## src/hdl/fetch_seq_pkg.sv

```systemverilog
package fetch_seq_pkg;
   // Bus widths
   localparam int instr_addr_width = 20;
   localparam int emul_addr_width = 16;
   localparam int word_width = 16;
   // Native opcode field, top six bits of the instruction word
   localparam int opcode_msb = 15;
   localparam int opcode_lsb = 10;
   localparam logic [5:0] op_load_from_instr_mem = 6'h1C;
   localparam logic [5:0] op_store_to_instr_mem = 6'h1D;
   localparam logic [5:0] op_internal_input_cmd = 6'h1A;
   localparam logic [5:0] op_output_register_cmd = 6'h1B;
   localparam logic [5:0] op_load_operand = 6'h10;
   localparam logic [5:0] op_store_operand = 6'h11;
   localparam logic [5:0] op_macro_return = 6'h1F;
   localparam logic [5:0] op_word_done = 6'h1E;
   localparam logic [5:0] op_count = 6'h1E;
   // Native instruction count and usual cycle count
   localparam int native_instr_count = 30;
   localparam int native_cycles = 2;
   // Emulation opcode field positions and special opcodes
   localparam int emul_op_msb = 15;
   localparam int emul_op_lsb = 8;
   localparam logic [7:0] builtin_function_opcode = 8'h4F;
   localparam logic [7:0] multiword_move_opcode = 8'h93;
   // Macro table: base plus opcode times spacing; builtin variants at builtin_base, overlapping the entries of opcodes F0 to FF
   localparam logic [15:0] macro_base = 16'h0100;
   localparam int macro_shift = 4;
   localparam logic [15:0] builtin_base = 16'h1000;
   localparam int builtin_shift = 4;
   // Emulation discrete bit positions and reset values
   localparam int dma_enable_bit = 16;
   localparam int power_ok_bit = 17;
   localparam int startup_rom_bit = 18;
   localparam int chip_select_bit = 19;
   localparam logic [3:0] discrete_reset = 4'h1;
   localparam logic [15:0] first_emul_addr = 16'h0000;
   localparam logic [19:0] native_reset_addr = 20'h00000;
   // Output register command selector for discretes
   localparam logic [3:0] discrete_select = 4'h8;
endpackage

```

## src/hdl/operand_bus_if.sv

```systemverilog
interface operand_bus_if;
   import fetch_seq_pkg::*;
   logic start;
   logic write;
   logic [15:0] addr;
   logic [15:0] wdata;
   logic [15:0] rdata;
   logic done;
   modport master (output start, output write, output addr, output wdata,
      input rdata, input done);
   modport slave (input start, input write, input addr, input wdata,
      output rdata, output done);
endinterface

```

## src/hdl/operand_bus_arbiter.sv

```systemverilog
module operand_bus_arbiter
   import fetch_seq_pkg::*;
(
   input wire logic clk_sys, // System clock
   input wire logic reset, // Sync reset, high
   operand_bus_if.slave req, // Request from sequencer
   input wire logic bus_grant_in, // Grant from arbiter
   input wire logic bus_busy_in, // Previous master still on bus
   input wire logic transfer_ack_n, // Slave ready, low
   input wire logic [15:0] op_data_in, // Operand data bus in
   output logic bus_request_out, // Request bus
   output logic grant_acknowledge_out, // Bus owned
   output logic addr_strobe_n, // Address valid, low
   output logic data_strobe_n, // Data valid, low
   output logic [15:0] op_addr_out, // Operand address
   output logic [15:0] op_data_out, // Operand write data
   output logic op_data_oe_n // Data drive enable, low
);
   typedef enum logic [3:0] {
      st_idle = 4'h1,
      st_request = 4'h2,
      st_strobe = 4'h4,
      st_release = 4'h8
   } arb_state_type;
   arb_state_type state;
   logic grant_seen;
   logic busy_seen;
   logic [15:0] rdata;
   logic write_op;

   ////////////////////////////////////////////////////////////////
   // Falling-edge sample of grant and busy
   always_ff @(negedge clk_sys) begin
      if (reset) begin
         grant_seen <= 1'b0;
         busy_seen <= 1'b1;
      end else begin
         grant_seen <= bus_grant_in; // RQ9
         busy_seen <= bus_busy_in; // RQ9
      end
   end

   // Request raised on the falling edge, mid cycle after start
   always_ff @(negedge clk_sys) begin
      if (reset) begin
         bus_request_out <= 1'b0;
      end else if (state == st_request && !grant_acknowledge_out) begin
         bus_request_out <= 1'b1; // RQ8
      end else if (state == st_release || state == st_idle) begin
         bus_request_out <= 1'b0; // RQ24
      end
   end

   ////////////////////////////////////////////////////////////////
   // Ownership and strobe sequence
   always_ff @(posedge clk_sys) begin
      if (reset) begin
         state <= st_idle;
         grant_acknowledge_out <= 1'b0;
         addr_strobe_n <= 1'b1;
         data_strobe_n <= 1'b1;
         op_addr_out <= 16'h0000;
         op_data_out <= 16'h0000;
         op_data_oe_n <= 1'b1;
         rdata <= 16'h0000;
         write_op <= 1'b0;
      end else begin
         case (state)
            st_idle: begin
               if (req.start) begin
                  op_addr_out <= req.addr;
                  op_data_out <= req.wdata;
                  write_op <= req.write; // Only stands in the start cycle
                  state <= st_request;
               end
            end
            st_request: begin
               // Take bus only once previous master let go
               if (bus_request_out && grant_seen && !busy_seen) begin
                  grant_acknowledge_out <= 1'b1; // RQ10
                  addr_strobe_n <= 1'b0; // RQ11
                  data_strobe_n <= 1'b0; // RQ11
                  op_data_oe_n <= !write_op;
                  state <= st_strobe;
               end
            end
            st_strobe: begin
               // Slow slaves stretch the cycle by holding ack off
               if (!transfer_ack_n) begin // RQ12
                  rdata <= op_data_in;
                  addr_strobe_n <= 1'b1;
                  data_strobe_n <= 1'b1;
                  op_data_oe_n <= 1'b1;
                  state <= st_release;
               end
            end
            st_release: begin
               grant_acknowledge_out <= 1'b0; // RQ24
               state <= st_idle;
            end
            default: state <= st_idle;
         endcase
      end
   end

   assign req.done = (state == st_release);
   assign req.rdata = rdata;
endmodule

```

## src/hdl/macro_address_map.sv

```systemverilog
module macro_address_map
   import fetch_seq_pkg::*;
(
   input wire logic [15:0] emul_instr, // Fetched emulated instruction
   output logic [15:0] macro_addr, // Macro entry in instruction memory
   output logic is_multiword_move // Word-granular interrupts
);
   // Builtin variants take the low byte as index, 256 entries
   always_comb begin
      if (emul_instr[emul_op_msb:emul_op_lsb] == builtin_function_opcode) begin
         macro_addr = builtin_base + 16'({8'h00, emul_instr[7:0]} << builtin_shift); // RQ22
      end else begin
         macro_addr = macro_base
            + 16'({8'h00, emul_instr[emul_op_msb:emul_op_lsb]} << macro_shift); // RQ19
      end
      is_multiword_move = (emul_instr[emul_op_msb:emul_op_lsb] == multiword_move_opcode);
   end
endmodule

```

## src/hdl/dual_mode_fetch_sequencer.sv

```systemverilog
// Summary of operation
// RQ1 - Pin high selects emulation, low native
// RQ2 - Native: separate buses, fetch overlaps execute
// RQ3 - Thirty native instructions, mostly two cycles
// RQ4 - Emulation: one shared bus for everything
// RQ5 - Native drives all twenty instruction lines
// RQ6 - Load/store registers from instruction memory
// RQ7 - Fetch to holding reg, execute; idle buses
// RQ8 - Operand need raises request mid next cycle
// RQ9 - Grant and busy sampled on falling edges
// RQ10 - Acknowledge grant once previous master released
// RQ11 - Strobes low while address and data valid
// RQ12 - Cycle extends until transfer acknowledge
// RQ13 - Native interrupts open; register read/write commands
// RQ14 - Emulation: sixteen address lines, four discretes
// RQ15 - Top address bit becomes chip select
// RQ16 - Bits 16 to 18 are three discretes
// RQ17 - Discretes reset to 1, 0, 0
// RQ18 - Emulation starts fetching at address zero
// RQ19 - Opcode maps to macro; then fetch next
// RQ20 - Interrupts wait for macro completion
// RQ21 - Multiword move interruptible per word
// RQ22 - Builtin opcode maps to 256 user macros
// RQ23 - Output register command programs the discretes
// RQ24 - Release request and acknowledge after transfer
module dual_mode_fetch_sequencer
   import fetch_seq_pkg::*;
(
   input wire logic clk_sys, // System clock, 50 MHz
   input wire logic reset, // Sync reset, high
   input wire logic mode_select_pin, // High selects emulation
   output logic [fetch_seq_pkg::instr_addr_width-1:0] instr_addr_out, // Instruction address
   input wire logic [15:0] instr_data_in, // Instruction bus read
   output logic [15:0] instr_data_out, // Instruction bus write
   output logic instr_data_oe_n, // Instruction data drive, low
   output logic instr_write_out, // Instruction memory write strobe
   input wire logic bus_grant_in, // Operand bus grant
   input wire logic bus_busy_in, // Operand bus busy
   input wire logic transfer_ack_n, // Operand transfer ack, low
   input wire logic [15:0] op_data_in, // Operand data read
   output logic bus_request_out, // Operand bus request
   output logic grant_acknowledge_out, // Operand bus owned
   output logic addr_strobe_n, // Address strobe, low
   output logic data_strobe_n, // Data strobe, low
   output logic [15:0] op_addr_out, // Operand address
   output logic [15:0] op_data_out, // Operand write data
   output logic op_data_oe_n, // Operand data drive, low
   input wire logic interrupt_in, // Pending interrupt level
   output logic interrupt_taken, // Interrupt accepted pulse
   output logic [15:0] acc_out // Working register view
);
   typedef enum logic [5:0] {
      st_fetch = 6'h01,
      st_exec = 6'h02,
      st_operand = 6'h04,
      st_emul_fetch = 6'h08,
      st_emul_wait = 6'h10,
      st_imem = 6'h20
   } seq_state_type;

   seq_state_type state;
   logic emulation;
   logic [19:0] pc;
   logic [15:0] primary_instr_holding_reg;
   logic [15:0] executing_instr_reg;
   logic [15:0] acc;
   logic [3:0] discretes;
   logic in_macro;
   logic move_macro;
   logic [15:0] emul_pc;
   logic [15:0] mapped_addr;
   logic mapped_move;
   logic fetch_valid;

   operand_bus_if obus ();

   // Decode top six bits of a native word
   function automatic logic [5:0] opcode_of(input logic [15:0] w);
      opcode_of = w[opcode_msb:opcode_lsb];
   endfunction

   function automatic logic needs_operand(input logic [15:0] w);
      needs_operand = (opcode_of(w) == op_load_operand)
         || (opcode_of(w) == op_store_operand);
   endfunction

   ////////////////////////////////////////////////////////////////
   // Operating mode caught in st_fetch whenever fetch_valid and in_macro are low
   always_ff @(posedge clk_sys) begin
      if (reset) begin
         emulation <= 1'b0;
      end else if (state == st_fetch && !fetch_valid && !in_macro) begin
         emulation <= mode_select_pin; // RQ1
      end
   end

   ////////////////////////////////////////////////////////////////
   // Instruction address: full 20 bits natively, 16 plus discretes
   always_comb begin
      if (emulation) begin
         instr_addr_out = {discretes, pc[15:0]}; // RQ14 RQ15 RQ16
      end else begin
         instr_addr_out = pc; // RQ5
      end
   end

   // Discretes: chip select top, then startup, power, dma
   always_ff @(posedge clk_sys) begin
      if (reset) begin
         discretes <= discrete_reset; // RQ17
      end else if (state == st_exec
            && opcode_of(executing_instr_reg) == op_output_register_cmd
            && executing_instr_reg[3:0] == discrete_select) begin
         discretes <= acc[3:0]; // RQ23
      end
   end

   macro_address_map mapper (
      .emul_instr(obus.rdata),
      .macro_addr(mapped_addr),
      .is_multiword_move(mapped_move)
   );

   operand_bus_arbiter arbiter (
      .clk_sys(clk_sys),
      .reset(reset),
      .req(obus),
      .bus_grant_in(bus_grant_in),
      .bus_busy_in(bus_busy_in),
      .transfer_ack_n(transfer_ack_n),
      .op_data_in(op_data_in),
      .bus_request_out(bus_request_out),
      .grant_acknowledge_out(grant_acknowledge_out),
      .addr_strobe_n(addr_strobe_n),
      .data_strobe_n(data_strobe_n),
      .op_addr_out(op_addr_out),
      .op_data_out(op_data_out),
      .op_data_oe_n(op_data_oe_n)
   );

   ////////////////////////////////////////////////////////////////
   // Operand bus requests from the sequencer
   always_comb begin
      obus.start = 1'b0;
      obus.write = 1'b0;
      obus.addr = emul_pc;
      obus.wdata = acc;
      if (state == st_emul_fetch) begin
         obus.start = 1'b1; // RQ4 RQ18
      end else if (state == st_exec && needs_operand(executing_instr_reg)) begin
         obus.start = 1'b1; // RQ8
         obus.write = (opcode_of(executing_instr_reg) == op_store_operand);
         obus.addr = executing_instr_reg[15:0] & 16'h03FF;
      end
   end

   ////////////////////////////////////////////////////////////////
   // Fetch, execute and macro sequencing
   // Each native word costs a fetch and an execute cycle; the next
   // fetch overlaps execute so most instructions take two cycles.
   always_ff @(posedge clk_sys) begin
      if (reset) begin
         state <= st_fetch;
         pc <= native_reset_addr;
         emul_pc <= first_emul_addr; // RQ18
         primary_instr_holding_reg <= 16'h0000;
         executing_instr_reg <= 16'h0000;
         fetch_valid <= 1'b0;
         in_macro <= 1'b0;
         move_macro <= 1'b0;
         interrupt_taken <= 1'b0;
      end else begin
         interrupt_taken <= 1'b0;
         case (state)
            st_fetch: begin
               if (emulation && !in_macro) begin
                  state <= st_emul_fetch; // RQ19
               end else begin
                  primary_instr_holding_reg <= instr_data_in; // RQ7
                  pc <= 20'(pc + 20'h00001);
                  fetch_valid <= 1'b1;
                  if (fetch_valid) begin
                     executing_instr_reg <= primary_instr_holding_reg;
                     state <= st_exec;
                  end
               end
            end
            st_exec: begin
               // Overlap: next word lands while this executes
               primary_instr_holding_reg <= instr_data_in; // RQ2
               pc <= 20'(pc + 20'h00001);
               executing_instr_reg <= primary_instr_holding_reg; // RQ3
               if (needs_operand(executing_instr_reg)) begin
                  state <= st_operand;
               end else if (opcode_of(executing_instr_reg) == op_load_from_instr_mem
                     || opcode_of(executing_instr_reg) == op_store_to_instr_mem) begin
                  pc <= {10'h000, executing_instr_reg[9:0]}; // RQ6
                  state <= st_imem;
               end else if (in_macro && opcode_of(executing_instr_reg) == op_macro_return) begin
                  // Macro done: interrupts may now be seen
                  in_macro <= 1'b0;
                  move_macro <= 1'b0;
                  fetch_valid <= 1'b0;
                  interrupt_taken <= interrupt_in; // RQ20
                  state <= st_fetch;
               end else if (move_macro && opcode_of(executing_instr_reg) == op_word_done
                     && interrupt_in) begin
                  // Move yields after the current word
                  in_macro <= 1'b0; // RQ21
                  move_macro <= 1'b0;
                  fetch_valid <= 1'b0;
                  interrupt_taken <= 1'b1;
                  state <= st_fetch;
               end else if (!in_macro && !emulation && interrupt_in) begin
                  interrupt_taken <= 1'b1; // RQ13
                  fetch_valid <= 1'b0;
                  state <= st_fetch;
               end
            end
            st_operand: begin
               // Prefetched words wait; dropping them would skip code
               if (obus.done) begin
                  state <= st_exec;
               end
            end
            st_imem: begin
               fetch_valid <= 1'b0;
               state <= st_fetch;
            end
            st_emul_fetch: begin
               state <= st_emul_wait;
            end
            st_emul_wait: begin
               if (obus.done) begin
                  emul_pc <= 16'(emul_pc + 16'h0001);
                  pc <= {4'h0, mapped_addr}; // RQ19 RQ22
                  in_macro <= 1'b1;
                  move_macro <= mapped_move;
                  fetch_valid <= 1'b0;
                  state <= st_fetch;
               end
            end
            default: state <= st_fetch;
         endcase
      end
   end

   ////////////////////////////////////////////////////////////////
   // Working register and register-access commands
   always_ff @(posedge clk_sys) begin
      if (reset) begin
         acc <= 16'h0000;
      end else if (state == st_operand && obus.done && !obus.write) begin
         acc <= obus.rdata;
      end else if (state == st_imem
            && opcode_of(executing_instr_reg) == op_load_from_instr_mem) begin
         acc <= instr_data_in; // RQ6
      end else if (state == st_exec
            && opcode_of(executing_instr_reg) == op_internal_input_cmd) begin
         acc <= {12'h000, discretes}; // RQ13
      end
   end

   // Instruction memory write for the store command
   always_ff @(posedge clk_sys) begin
      if (reset) begin
         instr_write_out <= 1'b0;
         instr_data_oe_n <= 1'b1;
         instr_data_out <= 16'h0000;
      end else begin
         instr_write_out <= (state == st_exec
            && opcode_of(executing_instr_reg) == op_store_to_instr_mem); // RQ6
         instr_data_oe_n <= !(state == st_exec
            && opcode_of(executing_instr_reg) == op_store_to_instr_mem);
         instr_data_out <= acc;
      end
   end

   assign acc_out = acc;
endmodule

```

## config.mk

```make
export PLATFORM = sky130hd
export DESIGN_NAME = dual_mode_fetch_sequencer
export DESIGN_NICKNAME = d
export VERILOG_FILES = /design/src/hdl/fetch_seq_pkg.sv /design/src/hdl/operand_bus_if.sv /design/src/hdl/operand_bus_arbiter.sv /design/src/hdl/macro_address_map.sv /design/src/hdl/dual_mode_fetch_sequencer.sv
export SDC_FILE = /design/constraint.sdc
export NUM_CORES = 1
export LEC_CHECK = 0
export ABC_CLOCK_PERIOD_IN_PS = 4300
export BUFFER_PORTS_ARGS = -buffer_cell sky130_fd_sc_hd__buf_2
export CORE_MARGIN = 2
export CORE_UTILIZATION = 25
export DETAILED_ROUTE_END_ITERATION = 8
export SLEW_MARGIN = 20
export SYNTH_ARGS = -nofsm -noshare
export SYNTH_HDL_FRONTEND = slang
export SYNTH_SLANG_ARGS = --single-unit
```

## constraint.sdc

```tcl
create_clock -name clk_sys -period 4.3 [get_ports clk_sys]
set_input_delay 0.645 -clock clk_sys [delete_from_list [all_inputs] [get_ports clk_sys]]
set_output_delay 0.645 -clock clk_sys [all_outputs]
set_load 0.02 [all_outputs]
```

After elaboration in Yosys (flattened, before gate mapping)

Cells that the tools add are included.

Register bits: 176
Input port bits: 39
Output and inout port bits: 92
Word-level logic and storage cells: 180

Add/sub/neg operators: 4
Equal/unequal tests: 34
Muxes and demuxes: 63
Bitwise logic cells: 2
Reduce and logical (&&, ||, !) cells: 51

Operators with widths:

| operator                                                               | count |
|---|---|
| 16-bit 2-to-1 mux                                                      | 8 |
| 20-bit 2-to-1 mux                                                      | 5 |
| 16-bit one-hot mux with 2 select lines                                 | 2 |
| 20-bit one-hot mux with 3 select lines                                 | 1 |
| 6-bit by 5-bit equality test with 1-bit output (second input constant) | 9 |
| 6-bit 2-to-1 mux                                                       | 9 |
| 6-bit one-hot mux with 5 select lines                                  | 1 |
| 1-bit 2-to-1 mux                                                       | 26 |
| 20-bit by 1-bit adder with 20-bit output (second input constant)       | 1 |
| 1-bit logical AND                                                      | 19 |
| 16-bit by 1-bit adder with 16-bit output (second input constant)       | 1 |
| 2-bit inequality test (second input constant)                          | 8 |
| 13-bit by 12-bit adder with 14-bit output (first input constant)       | 1 |
| 14-bit 2-to-1 mux                                                      | 1 |
| 9-bit by 12-bit adder with 13-bit output (first input constant)        | 1 |
| 4-bit 2-to-1 mux                                                       | 3 |
| 4-bit one-hot mux with 3 select lines                                  | 1 |
| 3-bit AND reduction                                                    | 4 |
| 1-bit one-hot mux with 2 select lines                                  | 5 |
| 2-bit AND reduction                                                    | 5 |
| 2-bit nonzero test                                                     | 5 |
| 4-bit equality test (second input constant)                            | 2 |
| 8-bit by 7-bit equality test with 1-bit output (second input constant) | 1 |
| 8-bit equality test (second input constant)                            | 1 |
| 23 further kinds                                                       | 34 |

Longest topological paths before layout

Gate-level depths: netlist of the first run.

Depth after elaboration: 9
Gate-level depth with buffers: 9
Mapped depth without buffers: 7

Hierarchy

Synthesis of the first run repeated with hierarchy kept, for this count alone.

Cell total of the unflattened synthesis: 948
Area total of the unflattened synthesis: 8269.2 um2

Modules (own cells, without submodules):

| module                    | times used | cells each | area each (um2) | sequential area each (um2) |
|---|---|---|---|---|
| dual_mode_fetch_sequencer | 1          | 637        | 5636.7          | 2342.2 |
| operand_bus_arbiter       | 1          | 278        | 2373.5          | 1181.1 |
| macro_address_map         | 1          | 33         | 259.0           | 0.0 |

==> flow_summary.toml, run 1 <==
[outcome]
status = "completed"

[power]
p_seq_frac = 0.427
intPower_w = 0.002905
p_sw_frac = 0.3359
peakVddDrop_mv = 0.2595
p_per_area_mw_per_mm2 = 474.1
power_leakage_nw = 3.436
p_switching_w = 0.001470
clock_power_share = 0.367
fin_total_pwr_w = 0.004375
p_comb_frac = 0.205

[die]
num_rows = 64
die_h_um = 180.1
io_pins = 131
initial_core_util = 0.2535
fp.dieW_um = 180.1
core_mm2 = 0.03059
dieArea_mm2 = 0.03244

[synthesis]
ys_types = 70
synth_xor_area_frac = 0.02259
yosysTopAreaCell = "dfxtp_1"
ys_seq_area_frac = 0.4544
yosys.area_share.adder = 0.008068
synth.net_count = 954
ys_warn_count = 0
synth_flop_cell = "dfxtp_1"
synth_compound_area_frac = 0.1627
async_flop_share = 0
post_synth.cell_area_avg_um2 = 8.521
synth.area.mux_share = 0.03518
syn_area_mm2 = 0.007754
yosys.area_share.simple = 0.2596
synth-seq-cells = 176
synth_area_leaders = "dfxtp_1, nand2_1, a21oi_1"
synth_edf_count = 0
syn_inst = 910
synth_top_family_by_area = "simple AND/OR/NAND/NOR gates"
yosys.area.top_type_share = 0.4544

[cts]
clkLatencyLatePin_ns = 0.46
cts.sinks = 176
path_clk_slew_ns = 0.08
post_cts_buffers = 0
holdBufCountCts = 0
cts_buffers = 17
tritoncts = "built"
cts_resized = 0
htreeDepth = 4
clockBufferDepth = 2
root_buffer = "clkbuf_16"

[setup_path]
cp.depth = 1
worst_r2r_startpoint = "arbiter.state[0]$_SDFFE_PP1P_"
r2r_cells = 4
crit_family = "flip-flops"
cpPeakStageDelay_ns = 0.35
cp.required_ns = 3.65
r2r-end = "arbiter.bus_request_out$_SDFFE_NP0P_"
crit_path_start_kind = "register"
critical_path_peak_fanout = 3
rrSetupSlack_ns = 0.55
cp.buffers_inverters = 1
crit_arrival_ns = 3.15
end_kind = "output port"
path_class = "reg -> out"
path_cells = "buf_2"
slowest_stage = "dfxtp_1"

[detailed_routing]
wl_um = 23320
drc = 0
vias_per_cell = 4.881
drt_pass1_iterations = 5
drtIter0Drc = 575
wl_per_cell_um = 16.59
postRouteAntennaNets = 0
vias = 6862

[worst_hold_path]
hold_path_end = "arbiter.req.rdata[5]$_SDFFE_PP0P_"
hold_start = "op_data_in[5]"
hold_path.class = "in -> reg"
hold_depth = 3

[placed_design]
gp_congestion = 0.8819
dp_slack_ns = 0.5703
dpl.hpwl_um = 17420
numPortBuffers = 130

[sta]
drv_slew = 0
clock_skew_ns = 0.02373
rsz0062_at_grt = "no"
setup_ws_ns = 0.5042
setup_tns_ns = 0
setup_violations = 0
hold_viol_final = 0
worst_pin_slew_ns = 0.9712
relSlewSlack = 0.3525

[layout]
layout_commonest_cell = "dfxtp_1"
largest_register_ffs = 20
area_delta_synth_final_pct = 18.99
fin_util = 0.3016
drive_above_1_share = 0.2040
diodes = 0
layout_common_cells = "dfxtp_1, nand2_1, buf_2"
finalNetCount = 1041
register_area_mm2 = 0.003523
multi_input_area_mm2 = 0.003795
top_register = "pc"
fillers = 3282

[run]
cap_viol_max_count = 0

[global_routing]
antenna_found_initial = 0
grtUsageTotal = 0.1422
grt_pass1_wl_um = 36680
grt_remaining_overflow = 0
grt_max_degree = 65
first_global_vias = 6347
==> routing by layer <==
metal / GRT usage / routed length (µm) / up-vias
li1: - / - / 3404
met1: 0.1929 / 11030 / 3252
met2: 0.2244 / 10740 / 173
met3: 0.02910 / 1023 / 33
met4: 0.04968 / 537 / 0
met5: 0 / 0 / -
==> power by group through the flow <==
stage | combinational, W | sequential [W] | clock [W]
global placement | 0.000891 | 0.00190 | 0.00000581
global route | 0.000976 | 0.00188 | 0.00170
CTS | 0.000899 | 0.00187 | 0.00164
floorplan | 0.000721 | 0.00185 | 0.00000581
detailed placement | 0.000896 | 0.00191 | 0.00000581
finish | 0.000898 | 0.00187 | 0.00161
==> synthesized netlist by cell type, types with 14 or more instances <==
cell / instances
a21oi_1: 81
a22oi_1: 26
a311oi_1: 14
buf_2: 14
buf_4: 19
clkbuf_1: 40
dfxtp_1: 176
inv_1: 14
mux2i_1: 25
nand2_1: 145
nand3_1: 35
nor2_1: 82
nor2b_1: 20
nor4_1: 14
==> cell families after synthesis <==
group | Yosys count
AND/OR/NAND/NOR | 399
adder cells (fa/ha/maj) | 5
multiplexers | 27
flip-flops | 176
buffers and inverters | 91
XOR/XNOR | 20
AO/OA/AOI/OAI | 192
==> final cells by class <==
cell class,instances,share of cell area
multi-input cells,643,0.4113
clock buffers,18,0.04760
inverters,13,0.005289
flip-flops and latches,176,0.3819
well taps,396,0.05370
clock inverters,17,0.01885
repair buffers,143,0.08137
==> worst max path at each step <==
stage / slack (ns) / from / to
finish: 0.50 / arbiter.bus_request_out$_SDFFE_NP0P_ / bus_request_out
global route: 0.48 / arbiter.bus_request_out$_SDFFE_NP0P_ / bus_request_out
CTS: 0.48 / arbiter.bus_request_out$_SDFFE_NP0P_ / bus_request_out
detailed placement: 0.57 / arbiter.state[0]$_SDFFE_PP1P_ / arbiter.bus_request_out$_SDFFE_NP0P_
global placement: 0.61 / arbiter.state[0]$_SDFFE_PP1P_ / arbiter.bus_request_out$_SDFFE_NP0P_
floorplan: 0.51 / reset / arbiter.bus_request_out$_SDFFE_NP0P_
==> through the flow <==
step                      cell area, µm²  hold slack [ns]  instances
after global placement              8617           0.4371       1372
final                               9226           0.4241       1406
after detailed placement            8617           0.4398       1372
after CTS                           9226           0.3985       1406
after floorplan                     7754           0.4320        910
after global routing                9226           0.4123       1406
(Power assumes the default switching activity.)
==> run 2, diff against run 1 <==
--- a/config.mk
+++ b/config.mk
@@ -7,9 +7,11 @@
 export LEC_CHECK = 0
 export ABC_CLOCK_PERIOD_IN_PS = 4300
 export BUFFER_PORTS_ARGS = -buffer_cell sky130_fd_sc_hd__buf_2
+export CAP_MARGIN = 0
 export CORE_MARGIN = 2
 export CORE_UTILIZATION = 25
 export DETAILED_ROUTE_END_ITERATION = 8
+export REMOVE_ABC_BUFFERS = 1
 export SLEW_MARGIN = 20
 export SYNTH_ARGS = -nofsm -noshare
 export SYNTH_HDL_FRONTEND = slang
==> run 2 against run 1 <==
  * Wire length barely moved
  * First-iteration DRC count fell by 29%
  * Register-to-register slack got worse by 0.03 ns
  * Sequential cell count did not move
  * Via count fell by 0.79%
  * Combinational power barely moved
  * Utilization barely moved
  * Total power fell by 0.76%
  * Critical endpoint unchanged
  * Clock power fell by 2%
  * Die area did not move
==> flow_summary.toml, run 2 (synthesis gave the netlist of run 1 again) <==
[layout]
drive_above_1_share = 0.2040
fillers = 3283
largest_register_ffs = 20
layout_common_cells = "dfxtp_1, nand2_1, buf_2"
top_register = "pc"
area_delta_synth_final_pct = 19.04
layout_commonest_cell = "dfxtp_1"
diodes = 0
final_area_mm2 = 0.009230
finalNetCount = 1041

[sta]
drv_slew = 0
hold_viol_final = 0
relSlewSlack = 0.3130
whs_ns = 0.4436
rsz0062_at_grt = "no"
setup_violations = 0
setup_tns_ns = 0
setup_ws_ns = 0.5077
worst_pin_slew_ns = 1.030
clock_skew_ns = 0.02990

[power]
fin_total_pwr_w = 0.004342
peakVddDrop_mv = 0.3062
power_leakage_nw = 3.422
p_per_area_mw_per_mm2 = 470.4

[detailed_routing]
drc = 0
wl_per_cell_um = 16.59
postRouteAntennaNets = 0
drt_pass1_iterations = 5
vias = 6808
wl_um = 23330
vias_per_cell = 4.842
drtIter0Drc = 411

[cts]
tritoncts = "built"
cts_resized = 0
htreeDepth = 4
holdBufCountCts = 0
root_buffer = "clkbuf_16"
cts.sinks = 176
cts_buffers = 17
clockBufferDepth = 2
clkLatencyLatePin_ns = 0.46
path_clk_slew_ns = 0.07
post_cts_buffers = 0

[placed_design]
gp_congestion = 0.8968
dpl.hpwl_um = 17230
post_dp_cell_area_mm2 = 0.008625
numPortBuffers = 130
dp_slack_ns = 0.5406

[worst_hold_path]
hold_depth = 3
hold_path_end = "arbiter.req.rdata[9]$_SDFFE_PP0P_"
hold_start = "op_data_in[9]"
hold_path.class = "in -> reg"

[run]
cap_viol_max_count = 0

[global_routing]
grt_pass1_wl_um = 37050
antenna_found_initial = 1
first_global_vias = 6505
grt_remaining_overflow = 0
grtUsageTotal = 0.1431
grt_max_degree = 80

[setup_path]
worst_r2r_startpoint = "arbiter.state[0]$_SDFFE_PP1P_"
rrSetupSlack_ns = 0.52
cp.required_ns = 3.65
crit_family = "flip-flops"
path_class = "reg -> out"
cp.buffers_inverters = 1
crit_arrival_ns = 3.15
critical_path_peak_fanout = 3
r2r-end = "arbiter.bus_request_out$_SDFFE_NP0P_"
end_kind = "output port"
r2r_cells = 4
crit_path_start_kind = "register"
path_cells = "buf_2"
cpPeakStageDelay_ns = 0.36
slowest_stage = "dfxtp_1"

[die]
dieArea_mm2 = 0.03244
initial_core_util = 0.2535
io_pins = 131
core_mm2 = 0.03059
die_h_um = 180.1
fp.dieW_um = 180.1
num_rows = 64

[outcome]
status = "completed"
==> run 2: cell types whose count changed in the layout (fill, tap and decap cells not counted) <==
cell        before  now
nor4b_1          3    2
inv_8            5    4
nor4b_2          0    1
clkinvlp_4       1    3
a21oi_2          2    1
a21oi_4          0    1
clkbuf_1         0    1
clkinv_4         2    3
inv_6            4    1
==> run 2: where the power goes <==
| group | leakage (nW) | total [W] | internal [W] | switching, W |
|---|---|---|---|---|
| logic | 1.70 | 0.000901 | 0.000312 | 0.000589 |
| clock network | 0.296 | 0.00157 | 0.000842 | 0.000730 |
| registers | 1.42 | 0.00187 | 0.00174 | 0.000125 |
==> run 2: stage by stage <==
step / std cells / utilization
after floorplan: 833 / -
after global placement: 1372 / 0.2819
after detailed placement: 1372 / 0.2819
after CTS: 1406 / 0.3015
after global routing: 1406 / 0.3017
final: 1406 / 0.3017
==> run 2: how the worst max path moves through the flow <==
stage | from | to | cells after the start
6_report | arbiter.bus_request_out$_SDFFE_NP0P_ | bus_request_out | 1
5_1_grt | arbiter.state[0]$_SDFFE_PP1P_ | arbiter.bus_request_out$_SDFFE_NP0P_ | 4
4_1_cts | arbiter.bus_request_out$_SDFFE_NP0P_ | bus_request_out | 1
3_5_place_dp | arbiter.state[0]$_SDFFE_PP1P_ | arbiter.bus_request_out$_SDFFE_NP0P_ | 4
3_3_place_gp | arbiter.state[0]$_SDFFE_PP1P_ | arbiter.bus_request_out$_SDFFE_NP0P_ | 4
2_1_floorplan | arbiter.state[0]$_SDFFE_PP1P_ | arbiter.bus_request_out$_SDFFE_NP0P_ | 4
==> run 2: final cells by class <==
class | instances | area, µm² | area share
inverters | 13 | 48.80 | 0.005287
repair buffers | 143 | 750.7 | 0.08133
multi-input cells | 643 | 3809 | 0.4126
flip-flops and latches | 176 | 3523 | 0.3817
clock buffers | 19 | 442.9 | 0.04799
well taps | 396 | 495.5 | 0.05368
clock inverters | 16 | 160.2 | 0.01735
==> run 2: routing by layer <==
metal / global-route usage / share of wire / vias up
met5: 0 / 0.00069 / -
met4: 0.05968 / 0.029 / 2
met3: 0.02587 / 0.043 / 34
met2: 0.2276 / 0.46 / 190
met1: 0.1910 / 0.47 / 3188
li1: - / - / 3394
